### config.mk
export PLATFORM = sky130hd
export DESIGN_NAME = dtp_top
export DESIGN_NICKNAME = d
export VERILOG_FILES = /design/src/dtp_pkg.sv /design/src/dtp_top.sv
export SDC_FILE = /design/constraint.sdc
export NUM_CORES = 1
export LEC_CHECK = 0
export BUFFER_PORTS_ARGS = -buffer_cell sky130_fd_sc_hd__buf_2
export CAP_MARGIN = 20
export CELL_PAD_IN_SITES_DETAIL_PLACEMENT = 0
export CELL_PAD_IN_SITES_GLOBAL_PLACEMENT = 1
export CORE_MARGIN = 2
export CORE_UTILIZATION = 45
export CTS_CLUSTER_SIZE = 40
export DETAILED_ROUTE_END_ITERATION = 8
export PLACE_DENSITY_LB_ADDON = 0.1
export RECOVER_POWER = 50
export SLEW_MARGIN = 20
export SYNTH_ARGS = -nofsm -noshare
export SYNTH_HDL_FRONTEND = slang
export SYNTH_SLANG_ARGS = --single-unit
### constraint.sdc
create_clock -name aclk -period 8 [get_ports aclk]
set_clock_uncertainty 0.2 [all_clocks]
set_input_delay 0.4 -clock aclk [delete_from_list [all_inputs] [get_ports aclk]]
set_output_delay 0.4 -clock aclk [all_outputs]
set_load 0.005 [all_outputs]
### src/dtp_pkg.sv
// Shared constants for the dual 8-bit timer pair block
package dtp_pkg;
  // Bus geometry
  localparam int ADDR_W = 10;
  localparam int DATA_W = 32;
  localparam int CNT_W = 8;
  localparam int IDX_W = 8;
  localparam int IDX_LSB = 2;
  localparam logic [1:0] RESP_OKAY = 2'h0;
  localparam logic [1:0] RESP_SLVERR = 2'h2;

  // Register indices; byte address is four times the index
  localparam logic [IDX_W-1:0] IDX_RUN = 8'h20;
  localparam logic [IDX_W-1:0] IDX_DBUF = 8'h21;
  localparam logic [IDX_W-1:0] IDX_A_CMP_LO = 8'h22;
  localparam logic [IDX_W-1:0] IDX_A_CMP_HI = 8'h23;
  localparam logic [IDX_W-1:0] IDX_A_MODE = 8'h24;
  localparam logic [IDX_W-1:0] IDX_B_MODE = 8'h25;
  localparam logic [IDX_W-1:0] IDX_B_CMP_LO = 8'h26;
  localparam logic [IDX_W-1:0] IDX_B_CMP_HI = 8'h27;
  localparam logic [IDX_W-1:0] IDX_FLOP = 8'h28;
  localparam logic [IDX_W-1:0] IDX_STAT = 8'h29;

  // Mode register fields
  localparam int MODE_LCLK_LSB = 0;
  localparam int MODE_UCLK_LSB = 2;
  localparam int MODE_PAIR_LSB = 4;
  localparam int MODE_FSRC_BIT = 6;
  localparam logic [1:0] PM_8BIT = 2'h0;
  localparam logic [1:0] PM_16BIT = 2'h1;
  localparam logic [1:0] PM_PPG = 2'h2;
  localparam logic [1:0] LCLK_EXT = 2'h0;
  localparam logic [1:0] LCLK_T1 = 2'h1;
  localparam logic [1:0] LCLK_T4 = 2'h2;
  localparam logic [1:0] UCLK_LMATCH = 2'h0;
  localparam logic [1:0] UCLK_T1 = 2'h1;
  localparam logic [1:0] UCLK_T16 = 2'h2;

  // Flop control register fields and commands
  localparam int FLOP_A_CMD_LSB = 0;
  localparam int FLOP_A_INV_BIT = 2;
  localparam int FLOP_B_CMD_LSB = 4;
  localparam int FLOP_B_INV_BIT = 6;
  localparam logic [1:0] FC_INVERT = 2'h0;
  localparam logic [1:0] FC_SET = 2'h1;
  localparam logic [1:0] FC_CLEAR = 2'h2;
  localparam logic [1:0] FC_KEEP = 2'h3;

  // Run and double-buffer register bits
  localparam int RUN_A_LO = 0;
  localparam int RUN_A_UP = 1;
  localparam int RUN_B_LO = 2;
  localparam int RUN_B_UP = 3;
  localparam int RUN_PRESC = 7;
  localparam int DBUF_A = 0;
  localparam int DBUF_B = 1;

  // Prescaler taps: a tick when all masked bits are ones
  localparam int PRESC_W = 9;
  localparam logic [PRESC_W-1:0] TAP_T1 = 9'h001;
  localparam logic [PRESC_W-1:0] TAP_T4 = 9'h007;
  localparam logic [PRESC_W-1:0] TAP_T16 = 9'h01F;
  localparam logic [PRESC_W-1:0] TAP_T256 = 9'h1FF;

  // Reset value and counter increment
  localparam logic [CNT_W-1:0] REG8_RST = 8'h00;
  localparam logic [CNT_W-1:0] CNT_ONE = 8'h01;
endpackage

### src/dtp_top.sv
// Dual 8-bit timer pair with AXI4-Lite register slave
//
// What this block does
// RL1: 8-bit mode: counter equal to compare clears counter and pulses match irq.
// RL2: With inversion enabled, the pair flop toggles in the match cycle.
// RL3: Each pair owns one output flop, driven onto its wave pin.
// RL4: 8-bit mode: both timers run independently with own counter, compare, irq.
// RL5: 8-bit mode: upper timer may count lower timer match pulses.
// RL6: Flop command 00 inverts the pair flop regardless of counting.
// RL7: Flop command 10 clears, 01 sets the flop regardless of counting.
// RL8: Compare registers read back as zero; flop commands read back as 11, flop state hidden.
// RL9: Pair mode 01 cascades both timers into one 16-bit timer.
// RL10: 16-bit mode: upper counts lower overflow, its clock select ignored.
// RL11: 16-bit period is upper:lower compare; software writes lower first.
// RL12: Lower compare write suspends 16-bit match until upper compare write.
// RL13: 16-bit mode: lower match alone neither clears nor interrupts.
// RL14: 16-bit match of both halves clears both, upper irq, optional toggle.
// RL15: PROGRAMMABLE_PULSE_MODE mode: lower timer makes square wave; polarity from flop preset.
// RL16: PROGRAMMABLE_PULSE_MODE mode: upper timer held idle, its compare is the period.
// RL17: PROGRAMMABLE_PULSE_MODE with double buffer: buffer loads lower compare at each period.
// RL18: Each pair's PROGRAMMABLE_PULSE_MODE wave appears on its own wave pin.
// RL19: Compare value zero matches on counter overflow.
// RL20: Double buffer enable: clear writes both, set writes buffer only.
// RL21: Prescaler counts while its run bit is set, else cleared.
// RL22: Clearing a timer run bit stops and zeroes its counter.
// RL23: Each match interrupt is one single-cycle pulse per event.
//
// The register addresses and register access over AXI4-Lite are this design's own decisions.
`timescale 1ns/1ps

////////////////////////////////////////////////////////////////////////////////
module dtp_pair #(
  parameter bit HAS_EXT = 1'b1
) (
  input wire logic aclk,
  input wire logic aresetn,
  input wire logic tick_t1,
  input wire logic tick_t4,
  input wire logic tick_t16,
  input wire logic tick_t256,
  input wire logic ext_tick,
  input wire logic [dtp_pkg::CNT_W-1:0] mode,
  input wire logic run_lo,
  input wire logic run_up,
  input wire logic inv_en,
  input wire logic dbuf_en,
  input wire logic cmd_valid,
  input wire logic [1:0] cmd,
  input wire logic wr_lo,
  input wire logic wr_hi,
  input wire logic [dtp_pkg::CNT_W-1:0] wdata,
  output logic [dtp_pkg::CNT_W-1:0] lo_cnt_reg,
  output logic [dtp_pkg::CNT_W-1:0] up_cnt_reg,
  output logic lo_irq_reg,
  output logic up_irq_reg,
  output logic flop_reg
);
  import dtp_pkg::*;

  logic [CNT_W-1:0] cmp_lo_reg;
  logic [CNT_W-1:0] cmp_hi_reg;
  logic [CNT_W-1:0] cmp_buf_reg;
  logic susp_reg;
  logic [1:0] pmode;
  logic [1:0] lclk;
  logic [1:0] uclk;
  logic is8;
  logic is16;
  logic isppg;
  logic lo_src;
  logic up_src;
  logic lo_tick;
  logic up_tick;
  logic [CNT_W-1:0] lo_next;
  logic [CNT_W-1:0] up_next;
  logic [CNT_W-1:0] up_after;
  logic lo_ovf;
  logic lo_match8;
  logic up_match8;
  logic match16;
  logic ppg_duty;
  logic ppg_period;
  logic toggle;

  assign pmode = mode[MODE_PAIR_LSB +: 2];
  assign lclk = mode[MODE_LCLK_LSB +: 2];
  assign uclk = mode[MODE_UCLK_LSB +: 2];
  // Unsupported mode 11 behaves as plain 8-bit timers
  assign is16 = (pmode == PM_16BIT);
  assign isppg = (pmode == PM_PPG);
  assign is8 = !is16 && !isppg;

  always_comb begin
    case (lclk)
      LCLK_EXT: lo_src = ext_tick && HAS_EXT;
      LCLK_T1: lo_src = tick_t1;
      LCLK_T4: lo_src = tick_t4;
      default: lo_src = tick_t16;
    endcase
  end

  assign lo_tick = run_lo && lo_src;
  assign lo_next = lo_cnt_reg + CNT_ONE;
  assign lo_ovf = lo_tick && (lo_next == REG8_RST);

  // Compare on the incremented value, so zero only hits at overflow
  assign lo_match8 = lo_tick && is8 && (lo_next == cmp_lo_reg); // RL1 RL19

  always_comb begin
    if (is16) begin
      up_src = lo_ovf; // RL10
    end else begin
      case (uclk)
        UCLK_LMATCH: up_src = lo_match8; // RL5
        UCLK_T1: up_src = tick_t1;
        UCLK_T16: up_src = tick_t16;
        default: up_src = tick_t256;
      endcase
    end
  end

  assign up_tick = run_up && up_src && !isppg; // RL16
  assign up_next = up_cnt_reg + CNT_ONE;
  assign up_after = up_tick ? up_next : up_cnt_reg;
  assign up_match8 = up_tick && is8 && (up_next == cmp_hi_reg); // RL4

  // Both halves must agree in the same tick; a suspended pair never fires
  assign match16 = lo_tick && is16 && !susp_reg &&
                   (lo_next == cmp_lo_reg) && (up_after == cmp_hi_reg); // RL14

  assign ppg_duty = lo_tick && isppg && (lo_next == cmp_lo_reg); // RL15
  assign ppg_period = lo_tick && isppg && (lo_next == cmp_hi_reg); // RL16

  always_comb begin
    toggle = 1'b0;
    if (isppg) begin
      toggle = ppg_duty ^ ppg_period; // RL15
    end else if (inv_en) begin
      if (is16) begin
        toggle = match16; // RL14
      end else begin
        toggle = mode[MODE_FSRC_BIT] ? up_match8 : lo_match8; // RL2
      end
    end
  end

  ////////////////////////////////////////////////////////////////////////////
  always_ff @(posedge aclk) begin
    if (!aresetn) begin
      lo_cnt_reg <= REG8_RST;
    end else if (!run_lo) begin
      lo_cnt_reg <= REG8_RST; // RL22
    end else if (lo_tick) begin
      if (lo_match8 || match16 || ppg_period) begin
        lo_cnt_reg <= REG8_RST; // RL1
      end else begin
        lo_cnt_reg <= lo_next; // RL13
      end
    end
  end

  always_ff @(posedge aclk) begin
    if (!aresetn) begin
      up_cnt_reg <= REG8_RST;
    end else if (!run_up || isppg) begin
      up_cnt_reg <= REG8_RST; // RL22
    end else if (match16) begin
      up_cnt_reg <= REG8_RST; // RL14
    end else if (up_tick) begin
      up_cnt_reg <= up_match8 ? REG8_RST : up_next; // RL4
    end
  end

  always_ff @(posedge aclk) begin
    if (!aresetn) begin
      lo_irq_reg <= 1'b0;
      up_irq_reg <= 1'b0;
    end else begin
      lo_irq_reg <= lo_match8 || ppg_period; // RL23 RL13
      up_irq_reg <= up_match8 || match16; // RL23 RL14
    end
  end

  // Software commands override a match toggle in the same cycle
  always_ff @(posedge aclk) begin
    if (!aresetn) begin
      flop_reg <= 1'b0;
    end else if (cmd_valid && cmd != FC_KEEP) begin
      case (cmd)
        FC_INVERT: flop_reg <= !flop_reg; // RL6
        FC_SET: flop_reg <= 1'b1; // RL7
        FC_CLEAR: flop_reg <= 1'b0; // RL7
        default: flop_reg <= flop_reg;
      endcase
    end else if (toggle) begin
      flop_reg <= !flop_reg; // RL2
    end
  end

  always_ff @(posedge aclk) begin
    if (!aresetn) begin
      cmp_buf_reg <= REG8_RST;
    end else if (wr_lo) begin
      cmp_buf_reg <= wdata; // RL20
    end
  end

  always_ff @(posedge aclk) begin
    if (!aresetn) begin
      cmp_lo_reg <= REG8_RST;
    end else if (wr_lo && !dbuf_en) begin
      cmp_lo_reg <= wdata; // RL20
    end else if (ppg_period && dbuf_en) begin
      cmp_lo_reg <= cmp_buf_reg; // RL17
    end
  end

  always_ff @(posedge aclk) begin
    if (!aresetn) begin
      cmp_hi_reg <= REG8_RST;
    end else if (wr_hi) begin
      cmp_hi_reg <= wdata; // RL11
    end
  end

  // Half-written 16-bit period must not match against a stale upper byte
  always_ff @(posedge aclk) begin
    if (!aresetn) begin
      susp_reg <= 1'b0;
    end else if (wr_lo) begin
      susp_reg <= 1'b1; // RL12
    end else if (wr_hi) begin
      susp_reg <= 1'b0; // RL12
    end
  end
endmodule

////////////////////////////////////////////////////////////////////////////////
module dtp_top (
  input wire logic aclk,
  input wire logic aresetn,
  input wire logic [dtp_pkg::ADDR_W-1:0] s_axi_awaddr,
  input wire logic s_axi_awvalid,
  output logic s_axi_awready,
  input wire logic [dtp_pkg::DATA_W-1:0] s_axi_wdata,
  input wire logic [3:0] s_axi_wstrb,
  input wire logic s_axi_wvalid,
  output logic s_axi_wready,
  output logic [1:0] s_axi_bresp,
  output logic s_axi_bvalid,
  input wire logic s_axi_bready,
  input wire logic [dtp_pkg::ADDR_W-1:0] s_axi_araddr,
  input wire logic s_axi_arvalid,
  output logic s_axi_arready,
  output logic [dtp_pkg::DATA_W-1:0] s_axi_rdata,
  output logic [1:0] s_axi_rresp,
  output logic s_axi_rvalid,
  input wire logic s_axi_rready,
  input wire logic ext_count_input,
  output logic pair_a_wave_pin,
  output logic pair_b_wave_pin,
  output logic pair_a_lower_match_irq,
  output logic pair_a_upper_match_irq,
  output logic pair_b_lower_match_irq,
  output logic pair_b_upper_match_irq
);
  import dtp_pkg::*;

  logic aw_held_reg;
  logic w_held_reg;
  logic [ADDR_W-1:0] aw_addr_reg;
  logic [DATA_W-1:0] w_data_reg;
  logic w_strb0_reg;
  logic bvalid_reg;
  logic [1:0] bresp_reg;
  logic rvalid_reg;
  logic [1:0] rresp_reg;
  logic [DATA_W-1:0] rdata_reg;
  logic [CNT_W-1:0] run_control_reg;
  logic [CNT_W-1:0] dbuf_control_reg;
  logic [CNT_W-1:0] pair_a_mode_reg;
  logic [CNT_W-1:0] pair_b_mode_reg;
  logic [CNT_W-1:0] flop_control_reg;
  logic [PRESC_W-1:0] presc_reg;
  logic ext_prev_reg;
  logic wr_fire;
  logic wr_en;
  logic wr_hit;
  logic [IDX_W-1:0] wr_idx;
  logic [IDX_W-1:0] rd_idx;
  logic [CNT_W-1:0] wbyte;
  logic [DATA_W-1:0] rd_mux;
  logic rd_hit;
  logic prescaler_run_bit;
  logic tick_t1;
  logic tick_t4;
  logic tick_t16;
  logic tick_t256;
  logic ext_tick;
  logic flop_wr;
  logic [CNT_W-1:0] a_lo_cnt;
  logic [CNT_W-1:0] a_up_cnt;
  logic [CNT_W-1:0] b_lo_cnt;
  logic [CNT_W-1:0] b_up_cnt;
  logic pair_a_out_flop;
  logic pair_b_out_flop;

  ////////////////////////////////////////////////////////////////////////////
  // Write channel: address and data taken independently, answered together
  assign s_axi_awready = !aw_held_reg;
  assign s_axi_wready = !w_held_reg;
  assign wr_fire = aw_held_reg && w_held_reg && !bvalid_reg;
  assign wr_idx = aw_addr_reg[ADDR_W-1:IDX_LSB];
  assign wr_en = wr_fire && w_strb0_reg;
  assign wbyte = w_data_reg[CNT_W-1:0];

  always_comb begin
    case (wr_idx)
      IDX_RUN, IDX_DBUF, IDX_A_CMP_LO, IDX_A_CMP_HI, IDX_A_MODE,
      IDX_B_MODE, IDX_B_CMP_LO, IDX_B_CMP_HI, IDX_FLOP: wr_hit = 1'b1;
      default: wr_hit = 1'b0;
    endcase
  end

  always_ff @(posedge aclk) begin
    if (!aresetn) begin
      aw_held_reg <= 1'b0;
      aw_addr_reg <= '0;
    end else if (s_axi_awvalid && !aw_held_reg) begin
      aw_held_reg <= 1'b1;
      aw_addr_reg <= s_axi_awaddr;
    end else if (wr_fire) begin
      aw_held_reg <= 1'b0;
    end
  end

  always_ff @(posedge aclk) begin
    if (!aresetn) begin
      w_held_reg <= 1'b0;
      w_data_reg <= '0;
      w_strb0_reg <= 1'b0;
    end else if (s_axi_wvalid && !w_held_reg) begin
      w_held_reg <= 1'b1;
      w_data_reg <= s_axi_wdata;
      w_strb0_reg <= s_axi_wstrb[0];
    end else if (wr_fire) begin
      w_held_reg <= 1'b0;
    end
  end

  always_ff @(posedge aclk) begin
    if (!aresetn) begin
      bvalid_reg <= 1'b0;
      bresp_reg <= RESP_OKAY;
    end else if (wr_fire) begin
      bvalid_reg <= 1'b1;
      bresp_reg <= wr_hit ? RESP_OKAY : RESP_SLVERR;
    end else if (s_axi_bready) begin
      bvalid_reg <= 1'b0;
    end
  end

  assign s_axi_bvalid = bvalid_reg;
  assign s_axi_bresp = bresp_reg;

  ////////////////////////////////////////////////////////////////////////////
  // Read channel
  assign s_axi_arready = !rvalid_reg;
  assign rd_idx = s_axi_araddr[ADDR_W-1:IDX_LSB];

  always_comb begin
    rd_mux = '0;
    rd_hit = 1'b1;
    case (rd_idx)
      IDX_RUN: rd_mux[CNT_W-1:0] = run_control_reg;
      IDX_DBUF: rd_mux[CNT_W-1:0] = dbuf_control_reg;
      IDX_A_MODE: rd_mux[CNT_W-1:0] = pair_a_mode_reg;
      IDX_B_MODE: rd_mux[CNT_W-1:0] = pair_b_mode_reg;
      IDX_FLOP: begin
        // Commands read as no-op; flop state stays hidden
        rd_mux[FLOP_A_CMD_LSB +: 2] = FC_KEEP;
        rd_mux[FLOP_B_CMD_LSB +: 2] = FC_KEEP;
        rd_mux[FLOP_A_INV_BIT] = flop_control_reg[FLOP_A_INV_BIT];
        rd_mux[FLOP_B_INV_BIT] = flop_control_reg[FLOP_B_INV_BIT]; // RL8
      end
      IDX_STAT: rd_mux = {b_up_cnt, b_lo_cnt, a_up_cnt, a_lo_cnt};
      IDX_A_CMP_LO, IDX_A_CMP_HI, IDX_B_CMP_LO, IDX_B_CMP_HI: begin
        rd_mux = '0; // RL8
      end
      default: rd_hit = 1'b0;
    endcase
  end

  always_ff @(posedge aclk) begin
    if (!aresetn) begin
      rvalid_reg <= 1'b0;
      rresp_reg <= RESP_OKAY;
      rdata_reg <= '0;
    end else if (s_axi_arvalid && !rvalid_reg) begin
      rvalid_reg <= 1'b1;
      rresp_reg <= rd_hit ? RESP_OKAY : RESP_SLVERR;
      rdata_reg <= rd_mux;
    end else if (s_axi_rready) begin
      rvalid_reg <= 1'b0;
    end
  end

  assign s_axi_rvalid = rvalid_reg;
  assign s_axi_rresp = rresp_reg;
  assign s_axi_rdata = rdata_reg;

  ////////////////////////////////////////////////////////////////////////////
  // Control registers
  always_ff @(posedge aclk) begin
    if (!aresetn) begin
      run_control_reg <= REG8_RST;
    end else if (wr_en && wr_idx == IDX_RUN) begin
      run_control_reg <= wbyte; // RL22
    end
  end

  always_ff @(posedge aclk) begin
    if (!aresetn) begin
      dbuf_control_reg <= REG8_RST;
    end else if (wr_en && wr_idx == IDX_DBUF) begin
      dbuf_control_reg <= wbyte; // RL20
    end
  end

  always_ff @(posedge aclk) begin
    if (!aresetn) begin
      pair_a_mode_reg <= REG8_RST;
      pair_b_mode_reg <= REG8_RST;
    end else if (wr_en && wr_idx == IDX_A_MODE) begin
      pair_a_mode_reg <= wbyte; // RL9
    end else if (wr_en && wr_idx == IDX_B_MODE) begin
      pair_b_mode_reg <= wbyte; // RL9
    end
  end

  assign flop_wr = wr_en && (wr_idx == IDX_FLOP);

  always_ff @(posedge aclk) begin
    if (!aresetn) begin
      flop_control_reg <= REG8_RST;
    end else if (flop_wr) begin
      flop_control_reg <= wbyte;
    end
  end

  ////////////////////////////////////////////////////////////////////////////
  // Shared prescaler; stopping it also freezes every timer on internal clocks
  assign prescaler_run_bit = run_control_reg[RUN_PRESC];

  always_ff @(posedge aclk) begin
    if (!aresetn) begin
      presc_reg <= '0;
    end else if (!prescaler_run_bit) begin
      presc_reg <= '0; // RL21
    end else begin
      presc_reg <= presc_reg + PRESC_W'(1); // RL21
    end
  end

  assign tick_t1 = prescaler_run_bit && ((presc_reg & TAP_T1) == TAP_T1);
  assign tick_t4 = prescaler_run_bit && ((presc_reg & TAP_T4) == TAP_T4);
  assign tick_t16 = prescaler_run_bit && ((presc_reg & TAP_T16) == TAP_T16);
  assign tick_t256 = prescaler_run_bit &&
                     ((presc_reg & TAP_T256) == TAP_T256);

  // External count input counts rising edges
  always_ff @(posedge aclk) begin
    if (!aresetn) begin
      ext_prev_reg <= 1'b0;
    end else begin
      ext_prev_reg <= ext_count_input;
    end
  end

  assign ext_tick = ext_count_input && !ext_prev_reg;

  ////////////////////////////////////////////////////////////////////////////
  dtp_pair #(.HAS_EXT(1'b1)) u_pair_a (
    .aclk(aclk),
    .aresetn(aresetn),
    .tick_t1(tick_t1),
    .tick_t4(tick_t4),
    .tick_t16(tick_t16),
    .tick_t256(tick_t256),
    .ext_tick(ext_tick),
    .mode(pair_a_mode_reg),
    .run_lo(run_control_reg[RUN_A_LO]),
    .run_up(run_control_reg[RUN_A_UP]),
    .inv_en(flop_control_reg[FLOP_A_INV_BIT]),
    .dbuf_en(dbuf_control_reg[DBUF_A]),
    .cmd_valid(flop_wr),
    .cmd(wbyte[FLOP_A_CMD_LSB +: 2]),
    .wr_lo(wr_en && wr_idx == IDX_A_CMP_LO),
    .wr_hi(wr_en && wr_idx == IDX_A_CMP_HI),
    .wdata(wbyte),
    .lo_cnt_reg(a_lo_cnt),
    .up_cnt_reg(a_up_cnt),
    .lo_irq_reg(pair_a_lower_match_irq),
    .up_irq_reg(pair_a_upper_match_irq),
    .flop_reg(pair_a_out_flop)
  );

  // Second pair has no external count input
  dtp_pair #(.HAS_EXT(1'b0)) u_pair_b (
    .aclk(aclk),
    .aresetn(aresetn),
    .tick_t1(tick_t1),
    .tick_t4(tick_t4),
    .tick_t16(tick_t16),
    .tick_t256(tick_t256),
    .ext_tick(1'b0),
    .mode(pair_b_mode_reg),
    .run_lo(run_control_reg[RUN_B_LO]),
    .run_up(run_control_reg[RUN_B_UP]),
    .inv_en(flop_control_reg[FLOP_B_INV_BIT]),
    .dbuf_en(dbuf_control_reg[DBUF_B]),
    .cmd_valid(flop_wr),
    .cmd(wbyte[FLOP_B_CMD_LSB +: 2]),
    .wr_lo(wr_en && wr_idx == IDX_B_CMP_LO),
    .wr_hi(wr_en && wr_idx == IDX_B_CMP_HI),
    .wdata(wbyte),
    .lo_cnt_reg(b_lo_cnt),
    .up_cnt_reg(b_up_cnt),
    .lo_irq_reg(pair_b_lower_match_irq),
    .up_irq_reg(pair_b_upper_match_irq),
    .flop_reg(pair_b_out_flop)
  );

  assign pair_a_wave_pin = pair_a_out_flop; // RL3 RL18
  assign pair_b_wave_pin = pair_b_out_flop; // RL3 RL18
endmodule

==> metrics.md, run 1 <==
| Metric | Value |
|---|---|
| Status | finished with violations |
| Failing checks | capacitance limit, slew limit |
| Clock sink count | 187 |
| R2R Path End | u_pair_b.lo_cnt_reg[7] |
| Fin. Hold Viols | 0 |
| Post-DP HPWL | 19,500 microns |
| First-pass GRT wire length | 44,400 microns |
| DRT Pass-1 Iters | 5 |
| Clock Root Buffer | clkbuf_16 |
| Max-Cap Viols | 2 |
| Die W | 153 microns |
| Number of flops mapped to enable cells by yosys | 0 |
| Grt total ovfl | 0 |
| Max Freq | 171 MHz |
| Share of cells above drive strength 1 | 8.50% |
| Routability cong. | around 0.88 |
| Share of the yosys chip area belonging to registers | 37.5% |
| Final Max Tran Viols | 147 |
| Buf/Inv on CP | 3 |
| Post-layout worst setup margin | 2140 ps |
| FFs w/ async S/R, synth | 0% |
| Worst R2R Start | presc_reg[0] |
| FF-to-FF path depth | 14 |
| DRC | 0 |
| Flops & latches, synth | roughly 190 |
| Largest net degree at the start of global routing | 88 |
| WP depth | 4 |
| Final Cycle Share | 73.3% |
| Longest Clk Path Bufs | 2 |
| CTS Buf Count | 17 |
| Reg2Reg Setup Slack | 2820 ps |
| Worst path required time | 8080 ps |
| RSZ-0062 raised after global routing | false |
| Initial antenna violation count | 0 |
| Syn avg cell area | 8.18 sq um |
| Worst Setup EP | u_pair_b.cmp_lo_reg[1] |
| Die area | about 23,000 sq um |
| Worst setup SP type | input pin |
| Fin crit period | 5860 ps |
| Vias in the first global route | ~8,100 |
| DRT antenna net count | 0 |
| Worst slack at placement | 2910 ps |
| Starting Density | 45.8% |
| Warnings from Yosys | 0 |
| Max stage delay on crit path | just over 2000 ps |
| Vias | 8,684 |
| Worst slew margin | -170% |
| Initial DRC Count | 693 |
| Least-Margin Pin Slew | 4050 ps |
| Worst Hold Class | in -> reg |
| Pwr/cell area | 168 nW/um^2 |
| Fillers | 2,130 |
| All-Layer GR Usage | 23.6% |
| Setup TNS | 0 ps |
| Synth Instances | 1,221 |
| H-tree Lvls | 4 |
| Post-synth top flop | dfxtp_1 |
| Mapped cell area | 9990 sq um |
| Final setup fails | 0 |
| Launch point of the worst path | aresetn |
| Most used cell, CP | clkbuf_1 |
| Vias per cell | roughly 5.6 |
| Clock transition at the registers of the reported paths | 70 ps |
| Total core area | 21,800 sq um |
| Inserted Diodes | 0 |
| Die height | 153 microns |
| Wire per inst | 17.7 microns |
| FP Rows | 54 |
| Max reg flops | 32 |
| Area Overhead vs Synth | 11.8% |
| Worst setup EP type | register |
| Peak supply drop | 0.000100 V |
| Ports | 111 |
| Delay-heaviest family, CP | buffers and inverters |
| Critical path fanouts, max | 87 |
| Routed wire length | approximately 27,000 microns |
| Cell variety after synth | between 60 and 70 |
| Critical path class | in -> reg |
| Clk_lat worst skew | ~440 ps |
| Critical Path AT | 5940 ps |
| Port bufs | 77 |
| CTS resizes | 0 |
| Leak | 4.13 nW |
| WHS Path Cells | 3 |
| Slowest cell on crit path | clkinvlp_2 |
| CP cell instances | clkbuf_1, clkinvlp_2, clkbuf_1, a2111oi_0 |
| NumNets Final | approximately 1,300 |
| CTS tree | built |
-- repair_timing --
action,4_1_cts,5_1_grt
buffers inserted,0,0
hold buffers,20,0
hold endpoints to repair,20,0
-- synthesized netlist by cell type (8+ instances only) --
| cell type | number | area (sq um) |
|---|---|---|
| dfxtp_1 | 187 | 3740 |
| buf_2 | 8 | 40.0 |
| and3_1 | 19 | 119 |
| nand2b_1 | 18 | 113 |
| nor3_1 | 32 | 160 |
| clkbuf_1 | 69 | 259 |
| a22oi_1 | 33 | 248 |
| ha_1 | 21 | 263 |
| and2_1 | 11 | 68.8 |
| mux2i_1 | 78 | 781 |
| nand4_1 | 11 | 68.8 |
| nand2_1 | 88 | 330 |
| or3_1 | 12 | 75.1 |
| xor2_1 | 28 | 245 |
| nor2b_1 | 15 | 93.8 |
| xnor2_1 | 46 | 403 |
| inv_1 | 29 | 109 |
| a211oi_1 | 20 | 150 |
| nor4_1 | 8 | 50.1 |
| a21oi_1 | 79 | 395 |
| nand3_1 | 40 | 200 |
| o21ai_0 | 27 | 135 |
| nor2_1 | 220 | 826 |
| o22ai_1 | 8 | 50.1 |
-- report_power, final --
group / internal, mW / switching [mW]
clock network: 0.425 / 0.415
logic: 0.0313 / 0.0522
registers: 0.940 / 0.0161
-- layout make-up --
| type | count | area [sq um] | area share (%) |
|---|---|---|---|
| clock buffer | 18 | 439 | 3.93 |
| timing repair buffer | 102 | 587 | 5.26 |
| inverter | 30 | 114 | 1.02 |
| clock inverter | 14 | 145 | 1.30 |
| tap | 280 | 350 | 3.14 |
| sequential | 187 | 3740 | 33.5 |
| multi-input combinational | 920 | 5780 | 51.8 |
-- how the worst min path moves through the flow --
stage | startpoint | endpoint | slack (ps)
floorplan | run_control_reg[6] | run_control_reg[6] | 240
global placement | s_axi_rdata[2] | s_axi_rdata[2] | 240
detailed placement | s_axi_rdata[2] | s_axi_rdata[2] | 250
CTS | s_axi_bready | s_axi_bvalid | 7
global route | s_axi_awaddr[7] | aw_addr_reg[7] | 20
finish | s_axi_awaddr[7] | aw_addr_reg[7] | 10
-- placed cells by master, fill, tap and decap left out, types with 5 or more instances in the layout --
| cell type | netlist | final |
|---|---|---|
| nand3_1 | 40 | 40 |
| clkbuf_16 | 0 | 17 |
| o22ai_1 | 8 | 8 |
| and2_1 | 11 | 11 |
| or3_1 | 12 | 12 |
| nand4_1 | 11 | 11 |
| inv_6 | 0 | 7 |
| o21ai_0 | 27 | 27 |
| nor2b_1 | 15 | 15 |
| dfxtp_1 | 187 | 187 |
| mux2i_1 | 78 | 78 |
| a211oi_1 | 20 | 20 |
| xnor2_1 | 46 | 46 |
| inv_1 | 29 | 29 |
| nor2_1 | 220 | 219 |
| and3b_1 | 5 | 5 |
| nor4b_1 | 5 | 5 |
| nor3_1 | 32 | 32 |
| a21oi_1 | 79 | 79 |
| a22oi_1 | 33 | 33 |
| nand2b_1 | 18 | 18 |
| ha_1 | 21 | 21 |
| a2111oi_0 | 6 | 6 |
| a31oi_1 | 6 | 6 |
| nor4_1 | 8 | 8 |
| clkbuf_1 | 69 | 25 |
| and3_1 | 19 | 19 |
| xor2_1 | 28 | 28 |
| dlygate4sd3_1 | 0 | 20 |
| buf_2 | 8 | 54 |
| or2_2 | 6 | 6 |
| a311oi_1 | 6 | 6 |
| nand2_1 | 88 | 88 |
-- worst min-delay path: stages --
cell,delay (ps)
buf_2,80
mux2i_1,60
nor2_1,70
-- cell families after synthesis --
logic type      synth area share [%]
flops                           37.5
mux                             8.42
fa+ha+maj                       2.63
xor+xnor                        7.87
buf+inv                         4.66
other cells                   0.0376
simple gates                    23.9
compound gates                  14.9
-- per-stage QoR --
step | instance area [sq um] | utilization [%] | hold WS (ps) | cells | total power [mW]
2_1_floorplan | 9990 | - | 236 | 1222 | 1.02
3_3_place_gp | 10400 | 47.7 | 239 | 1499 | 1.05
3_5_place_dp | 10400 | 47.7 | 245 | 1499 | 1.06
4_1_cts | 11200 | 51.3 | 6.66 | 1551 | 1.90
5_1_grt | 11200 | 51.1 | 19.6 | 1551 | 1.95
6_report | 11200 | 51.1 | 11.1 | 1551 | 1.88
-- per-layer routing --
metal	vias to the layer above	GRT usage [%]	share of wire, %
met3	17	5.73	6.2
met2	260	35.2	42
met1	4053	35.1	51
met5	-	0	0
met4	0	3.88	0.92
li1	4354	-	-
Note: power is estimated with default switching activity, not from simulation.
==> run 2, diff against run 1 <==
--- a/config.mk
+++ b/config.mk
@@ -5,12 +5,13 @@
 export SDC_FILE = /design/constraint.sdc
 export NUM_CORES = 1
 export LEC_CHECK = 0
+export ABC_AREA = 1
 export BUFFER_PORTS_ARGS = -buffer_cell sky130_fd_sc_hd__buf_2
 export CAP_MARGIN = 20
 export CELL_PAD_IN_SITES_DETAIL_PLACEMENT = 0
 export CELL_PAD_IN_SITES_GLOBAL_PLACEMENT = 1
 export CORE_MARGIN = 2
-export CORE_UTILIZATION = 45
+export CORE_UTILIZATION = 43
 export CTS_CLUSTER_SIZE = 40
 export DETAILED_ROUTE_END_ITERATION = 8
 export PLACE_DENSITY_LB_ADDON = 0.1
==> constraint.sdc (replaced) <==
create_clock -name aclk -period 5.6 [get_ports aclk]
set_clock_uncertainty 0.2 [all_clocks]
set_input_delay 0.28 -clock aclk [delete_from_list [all_inputs] [get_ports aclk]]
set_output_delay 0.28 -clock aclk [all_outputs]
set_load 0.005 [all_outputs]
==> run 2 against run 1 <==
The run still ends with capacitance limit, slew limit left. Via count is 3.4% higher. Core utilization decreased by 0.88 points. Final cell count is 11% higher. Sequential share of layout area rose by 0.38 points. Die area is 1.5% higher. Worst hold slack improved by 41 ps. Cell area shrank 1.1%. Combinational power grew 93%. Synthesized cell count grew 11%. Clock-buffer cell count grew 2. Global-route usage grew 0.055 points. Critical path type is now reg -> reg.
==> metrics.md, run 2 <==
| Metric | Value |
|---|---|
| Status | finished with violations |
| Failing checks | capacitance limit, slew limit |
| Worst slew margin | -10.7% |
| Slowest cell on crit path | dfxtp_1 |
| DRT antenna net count | 0 |
| Largest net degree at the start of global routing | 102 |
| Share of the yosys chip area belonging to registers | 38.6% |
| DRC | 0 |
| Vias in the first global route | roughly 8,200 |
| Post-synth top flop | dfxtp_1 |
| Critical Path AT | 4010 ps |
| Delay-heaviest family, CP | simple AND/OR/NAND/NOR gates |
| Flops & latches, synth | 187 |
| WP depth | 28 |
| Die area | 23,700 sq um |
| Starting Density | 44.1% |
| Critical path class | reg -> reg |
| Setup bufs post-CTS | 0 |
| Most used cell, CP | nand2_1 |
| Fin. Hold Viols | 0 |
| Storage cell area | 3740 sq um |
| Clock transition at the registers of the reported paths | approximately 70 ps |
| Area Overhead vs Synth | 14.0% |
| DRT Pass-1 Iters | 6 |
| Warnings from Yosys | 0 |
| Least-Margin Pin Slew | 1660 ps |
| Post-layout worst setup margin | 1730 ps |
| Final Cell Area | 11,000 sq um |
| Final setup fails | 0 |
| Worst path required time | around 5700 ps |
| Longest Clk Path Bufs | 2 |
| Initial antenna violation count | 0 |
| Final Cycle Share | 69.2% |
| CTS tree | built |
| Vias per cell | about 5.2 |
| Fillers | 2,271 |
| Sw Ratio | 23.8% |
| Fin util | about half |
| Combinational cell fraction of total power | approximately 5.7% |
| Share of cells above drive strength 1 | a little under an eighth |
| Syn avg cell area | 7.12 sq um |
| Cell variety after synth | 54 |
| Dpl cell area | roughly 10,000 sq um |
| Initial DRC Count | 673 |
| FP Rows | 54 |
| Post-synth top cells | 234 x nand2_1, 187 x dfxtp_1, 148 x inv_1 |
| CTS resizes | 0 |
| Fin crit period | 3870 ps |
| Die W | 154 microns |
| H-tree Lvls | 4 |
| Total core area | 22,000 sq um |
| Routed wire length | 27,600 microns |
| Worst setup SP type | register |
| Commonest non-fill, non-tap cell in the layout | nand2_1 |
| CTS Buf Count | 17 |
| Clock Root Buffer | clkbuf_16 |
| Worst slack at placement | 1740 ps |
| FFs w/ async S/R, synth | 0% |
| Number of flops mapped to enable cells by yosys | 0 |
| Clock sink count | 187 |
| NetSw | roughly 670 uW |
| Leak | 4.17 nW |
| Setup TNS | 0 ps |
| Multi-input gate area | 5090 sq um |
| Area leader, netlist | dfxtp_1 |
| Most used routing layer | met2 |
| Grt met3 use | ~3.9% |
| Pwr/cell area | 256 nW/um^2 |
| All-Layer GR Usage | 23.6% |
| FF-to-FF path depth | 28 |
| Critical path fanouts, max | 14 |
| Routability cong. | 0.873 |
| Synth Instances | 1,361 |
| Port bufs | 77 |
| Vias | 8,978 |
| Peak supply drop | 0.000157 V |
| Die height | ~150 microns |
| Grt total ovfl | 0 |
| Max stage delay on crit path | ~380 ps |
| Ports | between 100 and 150 |
| Synth top area share | 38.6% |
| Clock share of power | 45.7% |
| Max reg flops | 32 |
| First-pass GRT wire length | approximately 45,000 microns |
| Clk_lat worst skew | 440 ps |
| M1 GR Usage | 34.0% |
| NumNets Final | 1,516 |
| Max Freq | approximately 260 MHz |
| Most frequent cells in the layout | 234 x nand2_1, 187 x dfxtp_1, 148 x inv_1 |
| Int Power | 2.15 mW |
| Max-Cap Viols | 1 |
| Sequential share of power | 48.6% |
| Inserted Diodes | 0 |
| Wire per inst | 16.0 microns |
| Worst setup EP type | register |
| Worst Hold Class | in -> reg |
| Final Max Tran Viols | 32 |
| Met2 GRT Util | 37.5% |
| Synth area leaders | dfxtp_1 39%, nand2_1 9.1%, a21oi_1 6.4% |
| Most frequent cell after synthesis | nand2_1 |
| WHS Path Cells | 5 |
| Mapped cell area | 9690 sq um |
| Buf/Inv on CP | 2 |
| RSZ-0062 raised after global routing | false |
| Post-DP HPWL | 19,800 microns |
## run 2: changes by cell type in the layout (fill, tap and decap cells not counted), sizes merged, moves of 19 or more
| cell | change |
|---|---|
| xnor2 | -37 |
| and3 | -19 |
| o21ai | +85 |
| a21oi | +51 |
| nor2 | -69 |
| a211oi | +23 |
| a22oi | -32 |
| inv | +120 |
| nand3 | +47 |
| nand2 | +176 |
| mux2i | -78 |
## run 2: final timing paths
check,end,start,slack [ps]
worst max-delay path,u_pair_a.flop_reg,presc_reg[0],1730
worst min-delay path,s_axi_rresp[1],s_axi_araddr[8],50
worst max register to register,u_pair_a.flop_reg,presc_reg[0],1730
worst min register to register,aw_addr_reg[7],aw_addr_reg[7],260
## run 2: power groups by stage
stage / sequential (mW) / combinational (mW) / clock [mW]
final: 1.38 / 0.161 / 1.29
after floorplan: 1.40 / 0.0856 / 0
after global routing: 1.38 / 0.182 / 1.37
after detailed placement: 1.41 / 0.152 / 0
after CTS: 1.38 / 0.164 / 1.31
after global placement: 1.41 / 0.151 / 0
## run 2: logic make-up after synthesis
logic type / after synthesis / synth area share (%)
AOI/OAI and AO/OA: 336 / 19.9
xor gates and xnor gates: 28 / 2.61
adders and majority gates: 21 / 2.71
buffers and inverters: 217 / 9.08
DFF: 187 / 38.6
other: 1 / 0.0387
and+or+nand+nor: 571 / 27.0
## run 2: layer usage
layer | up-vias | part of all wire, %
met4 | 0 | 0.88
li1 | 4716 | -
met1 | 4063 | 51
met5 | - | 0
met3 | 21 | 4.0
met2 | 178 | 44
## run 2: cell type report
cell class / instances / share of cell area, %
Clock buffer: 20 / 4.23
Clock inverter: 12 / 1.44
Inverter: 158 / 5.37
Multi-Input combinational cell: 958 / 46.1
Sequential cell: 187 / 33.9
Tap cell: 280 / 3.17
Timing Repair Buffer: 109 / 5.77
## run 2: repair_timing
action / in CTS / in global routing
hold buffers: 23 / 0
endpoints found under the hold margin: 23 / 0
setup endpoints to repair: 0 / 0
## run 2: metrics by stage
step                      hold slack (ps)  instances  total power [mW]
after floorplan                       173       1362              1.49
after global placement                245       1669              1.56
after detailed placement              251       1669              1.56
after CTS                            34.2       1724              2.85
after global routing                 82.4       1724              2.93
final                                52.5       1724              2.83
## run 2: worst register-to-register path: cells and delay by family, from the launching register on
kind	cells	cell delay, ps
DFF	1	380
AOI/OAI and AO/OA	1	70
adders and majority gates	2	320
buffers and inverters	2	190
and+or+nand+nor	23	2630
